<file path="config.mk">
export PLATFORM = sky130hd
export DESIGN_NAME = cam_cmd
export DESIGN_NICKNAME = d
export VERILOG_FILES = /design/src/hw/cam_pkg.sv /design/src/hw/trig_gen.sv /design/src/hw/pix_path.sv /design/src/hw/cam_cmd.sv
export SDC_FILE = /design/constraint.sdc
export NUM_CORES = 1
export LEC_CHECK = 0
export BUFFER_PORTS_ARGS = -buffer_cell sky130_fd_sc_hd__clkbuf_2
export CAP_MARGIN = 20
export CELL_PAD_IN_SITES_DETAIL_PLACEMENT = 2
export CELL_PAD_IN_SITES_GLOBAL_PLACEMENT = 2
export CORE_MARGIN = 1.5
export CORE_UTILIZATION = 35
export CTS_CLUSTER_DIAMETER = 30
export DETAILED_ROUTE_END_ITERATION = 8
export PLACE_DENSITY = 0.77
export SLEW_MARGIN = 20
export SYNTH_ARGS = -nofsm -noshare
export SYNTH_HDL_FRONTEND = slang
export SYNTH_SLANG_ARGS = --single-unit
</file>
<file path="constraint.sdc">
create_clock -name CLK_I -period 12.95 [get_ports CLK_I]
set_clock_uncertainty 0.2 [all_clocks]
set_input_delay 2.59 -clock CLK_I [delete_from_list [all_inputs] [get_ports CLK_I]]
set_output_delay 2.59 -clock CLK_I [all_outputs]
set_load 0.01 [all_outputs]
</file>
<file path="src/hw/cam_pkg.sv">
// constants, types and settings layout of the camera command interpreter
// assumes one 40 MHz clock and a synchronous active-high reset
//
// Contract
// - trigger mode 0 free-run, 1 triggered
// - exposure mode two spellings: timed or width
// - trigger source codes 3,10,14,18,22 map inputs
// - software trigger command makes one trigger
// - activation 0 falling edge, 1 rising edge
// - exposure time 1 to 60,000,000 us
// - free-run starts come at frame rate
// - black level 0..255 added to pixels
// - digital gain 1x..32x, readable back
// - flat-field target auto for 0, else 1..4095
// - flat-field location select 0..11
// - save puts generated data in selected location
// - load copies stored data to working memory
// - flat-field correction enable 0 off, 1 on
// - hot-pixel correction enable 0 bypass, 1 apply
// - fan mode 0 off, 1 on, 2 temperature
// - fan target temperature -10 to 80 C
// - settings apply at frame request rising edge
// - exposure time applies at next exposure start
package cam_pkg;
    localparam int CLK_NS = 25;
    localparam int US_NS = 1000;
    localparam int US_CYC = US_NS / CLK_NS;
    localparam int FFC_LOCS = 12;

    localparam logic [7:0] OFF_TRIG_MODE = 8'h00;
    localparam logic [7:0] OFF_EXP_MODE = 8'h04;
    localparam logic [7:0] OFF_TRIG_SRC = 8'h08;
    localparam logic [7:0] OFF_SW_TRIG = 8'h0C;
    localparam logic [7:0] OFF_TRIG_ACT = 8'h10;
    localparam logic [7:0] OFF_EXP_TIME = 8'h14;
    localparam logic [7:0] OFF_FRAME_RATE = 8'h18;
    localparam logic [7:0] OFF_BLACK = 8'h1C;
    localparam logic [7:0] OFF_GAIN = 8'h20;
    localparam logic [7:0] OFF_FFC_GEN = 8'h24;
    localparam logic [7:0] OFF_FFC_SEL = 8'h28;
    localparam logic [7:0] OFF_FFC_SAVE = 8'h2C;
    localparam logic [7:0] OFF_FFC_LOAD = 8'h30;
    localparam logic [7:0] OFF_FFC_EN = 8'h34;
    localparam logic [7:0] OFF_HOT_EN = 8'h38;
    localparam logic [7:0] OFF_FAN_MODE = 8'h3C;
    localparam logic [7:0] OFF_FAN_TARGET = 8'h40;
    localparam logic [7:0] OFF_EXP_MODE2 = 8'h44;
    localparam logic [7:0] OFF_STATUS = 8'h48;

    localparam logic [31:0] EXP_MAX = 32'h03938700;
    localparam logic [31:0] FR_MAX = 32'h000003E8;
    localparam logic [31:0] BLACK_MAX = 32'h000000FF;
    localparam logic [31:0] GAIN_MAX = 32'h00000020;
    localparam logic [31:0] FFC_TGT_MAX = 32'h00000FFF;
    localparam logic [31:0] FFC_SEL_MAX = 32'h0000000B;
    localparam logic signed [31:0] FAN_T_MIN = 32'hFFFFFFF6;
    localparam logic signed [31:0] FAN_T_MAX = 32'h00000050;
    localparam logic [20:0] ONE_SEC_US = 21'h0F4240;
    localparam logic [11:0] HOT_THR = 12'h200;

    localparam logic [4:0] SRC_SW = 5'h03;
    localparam logic [4:0] SRC_USER_OUTPUT_ZERO = 5'h0A;
    localparam logic [4:0] SRC_CTRL_LINE1 = 5'h0E;
    localparam logic [4:0] SRC_TIMER_ZERO_ACTIVE = 5'h12;
    localparam logic [4:0] SRC_INPUT_LINE_ZERO = 5'h16;
    localparam logic [1:0] FAN_OFF = 2'h0;
    localparam logic [1:0] FAN_ON = 2'h1;
    localparam logic [1:0] FAN_TEMP = 2'h2;

    typedef enum logic {EXP_IDLE = 1'b0, EXP_ON = 1'b1} exp_state_e;

    typedef struct packed {
        logic trig_mode;
        logic exp_mode;
        logic [4:0] trig_src;
        logic trig_act;
        logic [9:0] frame_rate;
        logic [7:0] black;
        logic [5:0] gain;
        logic [3:0] ffc_sel;
        logic ffc_en;
        logic hot_en;
        logic [1:0] fan_mode;
        logic signed [7:0] fan_target;
    } cfg_s;

    typedef struct packed {
        logic valid;
        logic [11:0] data;
    } pix_s;

    localparam cfg_s CFG_RST = '{trig_mode: 1'b0, exp_mode: 1'b0, trig_src: 5'h03,
        trig_act: 1'b1, frame_rate: 10'h01E, black: 8'h00, gain: 6'h01, ffc_sel: 4'h0,
        ffc_en: 1'b0, hot_en: 1'b0, fan_mode: 2'h2, fan_target: 8'h28};
    localparam logic [25:0] EXP_TIME_RST = 26'h00003E8;
endpackage

</file>
<file path="src/hw/trig_gen.sv">
// exposure trigger generator: free-run pacing, source select, edge, exposure length
// assumes a one-cycle microsecond tick; source pins are asynchronous
`timescale 1ns/10ps
module trig_gen (
    input wire logic clk_i,
    input wire logic rst_i,
    input wire logic us_tick_i,
    input wire cam_pkg::cfg_s cfg_i,
    input wire logic [25:0] exp_time_i,
    input wire logic sw_trig_i,
    // user output, control line 1, timer active, input line
    input wire logic [3:0] pins_i,
    output logic expose_o,
    output logic start_o
);
    cam_pkg::exp_state_e state, next_state;
    logic [3:0] s1, s2, s3;
    logic [25:0] left, next_left;
    logic [19:0] acc, next_acc;
    logic next_start;
    logic [20:0] sum;
    logic lvl, lvl_d, edge_hit, fr_fire, start;

    always_comb begin
        lvl = 1'b0;
        lvl_d = 1'b0;
        unique case (cfg_i.trig_src)
            cam_pkg::SRC_USER_OUTPUT_ZERO: begin lvl = s2[0]; lvl_d = s3[0]; end
            cam_pkg::SRC_CTRL_LINE1: begin lvl = s2[1]; lvl_d = s3[1]; end
            cam_pkg::SRC_TIMER_ZERO_ACTIVE: begin lvl = s2[2]; lvl_d = s3[2]; end
            cam_pkg::SRC_INPUT_LINE_ZERO: begin lvl = s2[3]; lvl_d = s3[3]; end
            default: ;
        endcase
        if (cfg_i.trig_src == cam_pkg::SRC_SW) begin
            edge_hit = sw_trig_i;
        end else begin
            edge_hit = cfg_i.trig_act ? (lvl & ~lvl_d) : (~lvl & lvl_d);
        end
        sum = {1'b0, acc} + {11'h000, cfg_i.frame_rate};
        fr_fire = us_tick_i && sum >= cam_pkg::ONE_SEC_US;
        next_acc = acc;
        if (cfg_i.trig_mode || cfg_i.frame_rate == 10'h000) begin
            next_acc = '0;
        end else if (us_tick_i) begin
            next_acc = fr_fire ? 20'(sum - cam_pkg::ONE_SEC_US) : sum[19:0];
        end
        start = cfg_i.trig_mode ? edge_hit : fr_fire;
        next_state = state;
        next_left = left;
        next_start = 1'b0;
        unique case (state)
            cam_pkg::EXP_IDLE: begin
                if (start) begin
                    next_state = cam_pkg::EXP_ON;
                    next_left = exp_time_i;
                    next_start = 1'b1;
                end
            end
            cam_pkg::EXP_ON: begin
                // width exposure only makes sense for a pin source
                if (cfg_i.trig_mode && cfg_i.exp_mode && cfg_i.trig_src != cam_pkg::SRC_SW) begin
                    if (cfg_i.trig_act ? !lvl : lvl) begin
                        next_state = cam_pkg::EXP_IDLE;
                    end
                end else if (us_tick_i) begin
                    next_left = left - 26'h0000001;
                    if (left <= 26'h0000001) begin
                        next_state = cam_pkg::EXP_IDLE;
                    end
                end
            end
        endcase
    end

    always_ff @(posedge clk_i) begin
        if (rst_i) begin
            s1 <= '0;
            s2 <= '0;
            s3 <= '0;
            state <= cam_pkg::EXP_IDLE;
            left <= '0;
            acc <= '0;
            start_o <= 1'b0;
        end else begin
            s1 <= pins_i;
            s2 <= s1;
            s3 <= s2;
            state <= next_state;
            left <= next_left;
            acc <= next_acc;
            start_o <= next_start;
        end
    end
    assign expose_o = (state == cam_pkg::EXP_ON);
endmodule

</file>
<file path="src/hw/pix_path.sv">
// pixel correction chain: hot pixel, flat field, gain, black level
// assumes pixels arrive on the block clock; one cycle of latency
`timescale 1ns/10ps
module pix_path (
    input wire logic clk_i,
    input wire logic rst_i,
    input wire cam_pkg::cfg_s cfg_i,
    input wire logic [11:0] ffc_work_i,
    input wire cam_pkg::pix_s pix_i,
    output cam_pkg::pix_s pix_o,
    output logic [11:0] mean_o
);
    cam_pkg::pix_s next_pix;
    logic [11:0] prev, next_prev, next_mean, v;
    logic signed [14:0] f;
    logic [20:0] g;

    always_comb begin
        v = pix_i.data;
        // neighbour replace is cheap and needs no defect map
        if (cfg_i.hot_en && v > prev && (v - prev) > cam_pkg::HOT_THR) begin
            v = prev;
        end
        f = $signed({3'b000, v});
        if (cfg_i.ffc_en) begin
            f = f + $signed({3'b000, ffc_work_i}) - $signed({3'b000, mean_o});
        end
        if (f < 0) begin
            f = '0;
        end
        g = f[13:0] * cfg_i.gain + {13'h0000, cfg_i.black};
        next_pix.valid = pix_i.valid;
        next_pix.data = (g > 21'h000FFF) ? 12'hFFF : g[11:0];
        next_prev = pix_i.valid ? pix_i.data : prev;
        next_mean = mean_o;
        if (pix_i.valid) begin
            next_mean = 12'(({2'b00, mean_o, 4'h0} - {6'h00, mean_o} + {6'h00, pix_i.data}) >> 4);
        end
    end

    always_ff @(posedge clk_i) begin
        if (rst_i) begin
            pix_o <= '0;
            prev <= '0;
            mean_o <= '0;
        end else begin
            pix_o <= next_pix;
            prev <= next_prev;
            mean_o <= next_mean;
        end
    end
endmodule

</file>
<file path="src/hw/cam_cmd.sv">
// camera command interpreter: setting and query commands as register accesses
// assumes a master that holds the strobe one cycle; read data one cycle later
`timescale 1ns/10ps
module cam_cmd (
    // clock and reset
    input wire logic CLK_I,
    input wire logic RST_I,
    // command port
    input wire logic [7:0] ADDR_I,
    input wire logic [31:0] WDATA_I,
    input wire logic WR_I,
    input wire logic RD_I,
    output logic [31:0] RDATA_O,
    output logic CMD_OK_O,
    output logic CMD_ERR_O,
    // trigger sources and frame timing
    input wire logic USER_OUTPUT_ZERO_I,
    input wire logic CTRL_LINE1_I,
    input wire logic TIMER_ZERO_ACTIVE_I,
    input wire logic INPUT_LINE_ZERO_I,
    input wire logic FRAME_REQ_I,
    output logic EXPOSE_O,
    output logic EXP_START_O,
    // pixels
    input wire cam_pkg::pix_s PIX_I,
    output cam_pkg::pix_s PIX_O,
    // fan
    input wire logic [7:0] TEMP_I,
    output logic FAN_O
);
    cam_pkg::cfg_s pend, next_pend, act, next_act;
    logic [25:0] exp_time, next_exp_time;
    logic [31:0] next_rdata;
    logic next_ok, next_err, sw_trig, next_sw_trig, last_err, next_last_err;
    logic [11:0] gen_data, next_gen_data, working, next_working, mean;
    logic [11:0] nv [cam_pkg::FFC_LOCS];
    logic [11:0] next_nv [cam_pkg::FFC_LOCS];
    logic req1, req2, req3, req_rise;
    logic [7:0] t1, t2;
    logic [5:0] us_cnt, next_us_cnt;
    logic us_tick, next_fan;

    function automatic logic set_ok(input logic [7:0] a, input logic [31:0] d);
        logic ok;
        ok = 1'b0;
        case (a)
            cam_pkg::OFF_TRIG_MODE, cam_pkg::OFF_EXP_MODE, cam_pkg::OFF_EXP_MODE2,
            cam_pkg::OFF_TRIG_ACT, cam_pkg::OFF_FFC_EN, cam_pkg::OFF_HOT_EN:
                ok = d <= 32'h00000001;
            cam_pkg::OFF_TRIG_SRC:
                ok = d == 32'h00000003 || d == 32'h0000000A || d == 32'h0000000E
                    || d == 32'h00000012 || d == 32'h00000016;
            cam_pkg::OFF_SW_TRIG, cam_pkg::OFF_FFC_SAVE, cam_pkg::OFF_FFC_LOAD:
                ok = 1'b1;
            cam_pkg::OFF_EXP_TIME: ok = d != '0 && d <= cam_pkg::EXP_MAX;
            cam_pkg::OFF_FRAME_RATE: ok = d != '0 && d <= cam_pkg::FR_MAX;
            cam_pkg::OFF_BLACK: ok = d <= cam_pkg::BLACK_MAX;
            cam_pkg::OFF_GAIN: ok = d != '0 && d <= cam_pkg::GAIN_MAX;
            cam_pkg::OFF_FFC_GEN: ok = d <= cam_pkg::FFC_TGT_MAX;
            cam_pkg::OFF_FFC_SEL: ok = d <= cam_pkg::FFC_SEL_MAX;
            cam_pkg::OFF_FAN_MODE: ok = d <= 32'h00000002;
            cam_pkg::OFF_FAN_TARGET:
                ok = $signed(d) >= cam_pkg::FAN_T_MIN && $signed(d) <= cam_pkg::FAN_T_MAX;
            default: ok = 1'b0;
        endcase
        return ok;
    endfunction

    // microsecond tick for exposure and frame-rate counts
    always_comb begin
        us_tick = (us_cnt == 6'(cam_pkg::US_CYC - 1));
        next_us_cnt = us_tick ? 6'h00 : us_cnt + 6'h01;
    end

    // command decode: sets update the stored values, queries read them back
    always_comb begin
        next_pend = pend;
        next_exp_time = exp_time;
        next_rdata = '0;
        next_ok = 1'b0;
        next_err = 1'b0;
        next_sw_trig = 1'b0;
        next_last_err = last_err;
        next_gen_data = gen_data;
        next_working = working;
        next_nv = nv;
        if (WR_I) begin
            if (set_ok(ADDR_I, WDATA_I)) begin
                next_ok = 1'b1;
                next_last_err = 1'b0;
                case (ADDR_I)
                    cam_pkg::OFF_TRIG_MODE: next_pend.trig_mode = WDATA_I[0];
                    cam_pkg::OFF_EXP_MODE,
                    cam_pkg::OFF_EXP_MODE2: next_pend.exp_mode = WDATA_I[0];
                    cam_pkg::OFF_TRIG_SRC: next_pend.trig_src = WDATA_I[4:0];
                    cam_pkg::OFF_SW_TRIG: next_sw_trig = 1'b1;
                    cam_pkg::OFF_TRIG_ACT: next_pend.trig_act = WDATA_I[0];
                    cam_pkg::OFF_EXP_TIME: next_exp_time = WDATA_I[25:0];
                    cam_pkg::OFF_FRAME_RATE: next_pend.frame_rate = WDATA_I[9:0];
                    cam_pkg::OFF_BLACK: next_pend.black = WDATA_I[7:0];
                    cam_pkg::OFF_GAIN: next_pend.gain = WDATA_I[5:0];
                    cam_pkg::OFF_FFC_GEN: begin
                        // auto target takes the running scene mean as it stands at this command
                        next_gen_data = (WDATA_I[11:0] == 12'h000) ? mean : WDATA_I[11:0];
                    end
                    cam_pkg::OFF_FFC_SEL: next_pend.ffc_sel = WDATA_I[3:0];
                    cam_pkg::OFF_FFC_SAVE: next_nv[pend.ffc_sel] = gen_data;
                    cam_pkg::OFF_FFC_LOAD: next_working = nv[pend.ffc_sel];
                    cam_pkg::OFF_FFC_EN: next_pend.ffc_en = WDATA_I[0];
                    cam_pkg::OFF_HOT_EN: next_pend.hot_en = WDATA_I[0];
                    cam_pkg::OFF_FAN_MODE: next_pend.fan_mode = WDATA_I[1:0];
                    cam_pkg::OFF_FAN_TARGET: next_pend.fan_target = WDATA_I[7:0];
                    default: ;
                endcase
            end else begin
                next_err = 1'b1;
                next_last_err = 1'b1;
            end
        end
        if (RD_I) begin
            case (ADDR_I)
                cam_pkg::OFF_TRIG_MODE: next_rdata = {31'h0, pend.trig_mode};
                cam_pkg::OFF_EXP_MODE,
                cam_pkg::OFF_EXP_MODE2: next_rdata = {31'h0, pend.exp_mode};
                cam_pkg::OFF_TRIG_SRC: next_rdata = {27'h0, pend.trig_src};
                cam_pkg::OFF_TRIG_ACT: next_rdata = {31'h0, pend.trig_act};
                cam_pkg::OFF_EXP_TIME: next_rdata = {6'h0, exp_time};
                cam_pkg::OFF_FRAME_RATE: next_rdata = {22'h0, pend.frame_rate};
                cam_pkg::OFF_BLACK: next_rdata = {24'h0, pend.black};
                cam_pkg::OFF_GAIN: next_rdata = {26'h0, pend.gain};
                cam_pkg::OFF_FFC_GEN: next_rdata = {20'h0, gen_data};
                cam_pkg::OFF_FFC_SEL: next_rdata = {28'h0, pend.ffc_sel};
                cam_pkg::OFF_FFC_EN: next_rdata = {31'h0, pend.ffc_en};
                cam_pkg::OFF_HOT_EN: next_rdata = {31'h0, pend.hot_en};
                cam_pkg::OFF_FAN_MODE: next_rdata = {30'h0, pend.fan_mode};
                cam_pkg::OFF_FAN_TARGET: next_rdata = {{24{pend.fan_target[7]}}, pend.fan_target};
                cam_pkg::OFF_STATUS: next_rdata = {29'h0, FAN_O, EXPOSE_O, last_err};
                default: next_rdata = '0;
            endcase
        end
    end

    // settings go live only on a frame request so a frame never sees a mix
    always_comb begin
        req_rise = req2 & ~req3;
        next_act = req_rise ? pend : act;
    end

    // fan follows temperature with no band; holds its state when equal
    always_comb begin
        next_fan = FAN_O;
        unique case (act.fan_mode)
            cam_pkg::FAN_OFF: next_fan = 1'b0;
            cam_pkg::FAN_ON: next_fan = 1'b1;
            cam_pkg::FAN_TEMP: begin
                if ($signed(t2) > act.fan_target) begin
                    next_fan = 1'b1;
                end else if ($signed(t2) < act.fan_target) begin
                    next_fan = 1'b0;
                end
            end
            default: next_fan = 1'b0;
        endcase
    end

    always_ff @(posedge CLK_I) begin
        if (RST_I) begin
            pend <= cam_pkg::CFG_RST;
            act <= cam_pkg::CFG_RST;
            exp_time <= cam_pkg::EXP_TIME_RST;
            RDATA_O <= '0;
            CMD_OK_O <= 1'b0;
            CMD_ERR_O <= 1'b0;
            sw_trig <= 1'b0;
            last_err <= 1'b0;
            gen_data <= '0;
            working <= '0;
            nv <= '{default: '0};
            req1 <= 1'b0;
            req2 <= 1'b0;
            req3 <= 1'b0;
            t1 <= '0;
            t2 <= '0;
            us_cnt <= '0;
            FAN_O <= 1'b0;
        end else begin
            pend <= next_pend;
            act <= next_act;
            exp_time <= next_exp_time;
            RDATA_O <= next_rdata;
            CMD_OK_O <= next_ok;
            CMD_ERR_O <= next_err;
            sw_trig <= next_sw_trig;
            last_err <= next_last_err;
            gen_data <= next_gen_data;
            working <= next_working;
            nv <= next_nv;
            req1 <= FRAME_REQ_I;
            req2 <= req1;
            req3 <= req2;
            t1 <= TEMP_I;
            t2 <= t1;
            us_cnt <= next_us_cnt;
            FAN_O <= next_fan;
        end
    end

    trig_gen u_trig (
        .clk_i(CLK_I),
        .rst_i(RST_I),
        .us_tick_i(us_tick),
        .cfg_i(act),
        .exp_time_i(exp_time),
        .sw_trig_i(sw_trig),
        .pins_i({INPUT_LINE_ZERO_I, TIMER_ZERO_ACTIVE_I, CTRL_LINE1_I, USER_OUTPUT_ZERO_I}),
        .expose_o(EXPOSE_O),
        .start_o(EXP_START_O)
    );

    pix_path u_pix (
        .clk_i(CLK_I),
        .rst_i(RST_I),
        .cfg_i(act),
        .ffc_work_i(working),
        .pix_i(PIX_I),
        .pix_o(PIX_O),
        .mean_o(mean)
    );
endmodule

</file>
==> out/qor.csv <==
metric;value;unit
Synth Instances;2889;
slack of the worst reg-to-reg path;1560;ps
die height;273;um
vias in the first global route;26200;
RSZ-0062 raised after global routing;true;
critical path's slowest cell;or4b_4;
Post-CTS Hold Buffers;0;
Seq/Total Area, Yosys;34.5;%
Pleak;13.2;nW
DR pass1 iterations;5;
Root Driver;clkbuf_16;
syn_nets;3150;
wire length per cell;25.1;um
H-tree depth;3;
Power Total;0.00506;W
Worst setup SP type;primary input;
fin area;32000;um^2
die area;74500;um^2
Synth Register Bits;440;
grt peak-use layer;met2;
critical path class;primary input to flip-flop;
share of the synthesized area in the top cell type;34.5;%
met1 usage;32.8;%
slowest stage delay, CP;680;ps
setup slack after layout;36.8;ps
GRT Overall Usage;27.0;%
CP Capture Type;flip-flop;
Final Net Count;3318;
setup TNS;0;ps
Via Count;23400;
CP arrival;13160;ps
Sw Share;26.6;%
Max Slew Vio Count;0;
FMAX;77.4;MHz
CTS tree;yes;
Synth Warn #;0;
I/O Pins;120;
Initial Util;35.5;%
initial antenna violation count;8;
Num CTS Buffers;106;
Final min period;12910;ps
Top FF cell, synth;dfxtp_1;
Clock Pin Slew Worst Setup and Hold Paths;50;ps
Max Cap Viol;0;
buffer levels on the longest clock path;3;
Sw Pwr;0.00134;W
pin count of the biggest net entering global routing;112;
class of the tightest hold or removal check;flip-flop to flip-flop;
gpl congestion;0.855;
Post-Syn Area;25500;um^2
critical path fanouts, max;7;
relative slew slack;21.5;%
standard-cell rows;98;
clk_lat worst skew;690;ps
M3 GR Usage;3.80;%
Distinct cells, synth;89;
Worst Path Required;13200;ps
dpl hpwl;67.4;mm
final wirelength;103;mm
Yosys top cell by area;dfxtp_1;
PwrDens;158;nW/um^2
ys async rst share;0;%
Core Region;71900;um^2
Final setup viols;0;
final hold vios;0;
Worst Tran Pin Value;1170;ps
sequential fraction of design power;28.0;%
maximum vdd ir drop;0.000178;V
Detail Route Antenna Nets;0;
input/output buffers;119;
layout cells sized above 1;18.6;%
combinational fraction of design power;12.1;%
Final Cycle Share;99.7;%
Sink Count;440;
clock group share of total power;59.9;%
first-pass GRT wire length;157;mm
Placement Cell Area;27400;um^2
Syn Area/Cell;8.83;um^2
Starting DRT DRC Count;1326;
EDFF count, synth;0;
worst slack, placed;-743;ps
status;finished, final reports clean;
Overflow after GRT;0;
final-layout fill cell count;7636;
DRC;0;
DIE WIDTH;273;um
top post-synthesis cells by area;dfxtp_1 35%, mux2i_1 10%, ha_1 6.1%, nor2_1 6.1%, fa_1 5.2%;
Pint;0.00371;W
post-DR vias/cell;5.70;
GR Layer Usage met2;47.7;%
Area Growth Syn to Fin;25.5;%
## power groups by stage
stage	Combinational (W)	Clock [W]	Sequential, W
2_1_floorplan	0.000393	0	0.00143
3_3_place_gp	0.000534	0	0.00144
3_5_place_dp	0.000567	0	0.00144
4_1_cts	0.000589	0.00306	0.00141
5_1_grt	0.000677	0.00313	0.00142
6_report	0.000612	0.00303	0.00141
## kinds of logic (layout without fill, tap and decap cells)
group                      Yosys count  in the layout  synth area share (%)
AOI/OAI and AO/OA                  567            567                  14.7
DFF                                440            440                  34.5
xor gates and xnor gates            60             60                  2.06
other                                0              2                     0
adders and majority gates          191            191                  11.3
and+or+nand+nor                    976            976                  18.0
muxes                              307            307                  13.8
buffers and inverters              348            607                  5.54
## per-layer routing
metal | up-vias | wire, um
met5 | - | 66
met4 | 10 | 4040
met3 | 236 | 4490
met2 | 620 | 51600
met1 | 11900 | 42800
li1 | 10600 | -
## stage by stage
step,cells,util [%],hold WS [ps]
final,4100,44.5,214
after global routing,4100,44.5,216
after CTS,4081,43.9,214
after detailed placement,3878,38.1,232
after global placement,3878,38.1,231
after floorplan,2889,-,214
## timing repair
| item | CTS | global route |
|---|---|---|
| gates cloned | 1 | 0 |
| resized for setup | 12 | 71 |
| setup endpoints to repair | 12 | 12 |
| pin swaps | 8 | 59 |
| buffers inserted | 3 | 17 |
## registers in the layout, indices dropped and copies added (netlist names), 8 cells and up
signal / cells
RDATA_O: 27
act: 44
exp_time: 26
u_pix.prev: 12
u_trig.acc: 20
pend: 48
t1: 8
u_pix.mean_o: 12
working: 12
u_trig.left: 26
nv: 144
u_pix.pix_o: 13
t2: 8
gen_data: 12
## cell usage after synthesis, drive strengths merged, types with 37 or more instances
library cell / n
clkbuf: 135
inv: 175
ha: 125
buf: 37
nor2: 413
a21oi: 170
fa: 66
nor2b: 53
nor3: 73
dfxtp: 440
nand3: 60
mux2i: 266
o21ai: 83
xnor2: 38
nand2: 210
## worst max-delay path, delay by kind of cell
family,cells,cell delay (ps)
AO/OA/AOI/OAI,20,3790
buffers and inverters,6,650
multiplexers,1,270
adder cells (fa/ha/maj),8,3180
AND/OR/NAND/NOR,11,2350
XOR/XNOR,2,340
## area by class of cell
class,count,area (um^2),share of cell area [%]
antenna,2,5.00,0.0156
clock buffer,130,2930,9.16
clock inverter,69,1180,3.69
inverter,176,666,2.08
multi-input combinational,2101,15700,49.1
sequential,440,8810,27.5
tap,950,1190,3.71
timing repair buffer,232,1500,4.68
## placed cells by master (no fill, tap or decap), types with 31 or more instances in the layout
master and n:
clkbuf_2 116, clkbuf_16 106, fa_1 63, nor2b_1 51, mux4_2 36, dfxtp_1 438
mux2i_1 265, a21o_1 33, a211oi_1 31, ha_1 120, nor3_1 60, nand3_1 57
xnor2_1 38, nand2_1 203, nor2_1 408, o21ai_0 78, inv_1 167, buf_4 106
a21oi_1 157
## path summary, 6_finish.rpt
path / from / end / cells after the start
worst max-delay path: PIX_I[1] / u_pix.pix_o[6] / 48
worst min-delay path: t1[4] / t2[4] / 1
worst max register to register: u_pix.prev[1] / u_pix.pix_o[6] / 48
worst min register to register: t1[4] / t2[4] / 1
Note: power is estimated with default switching activity, not from simulation.
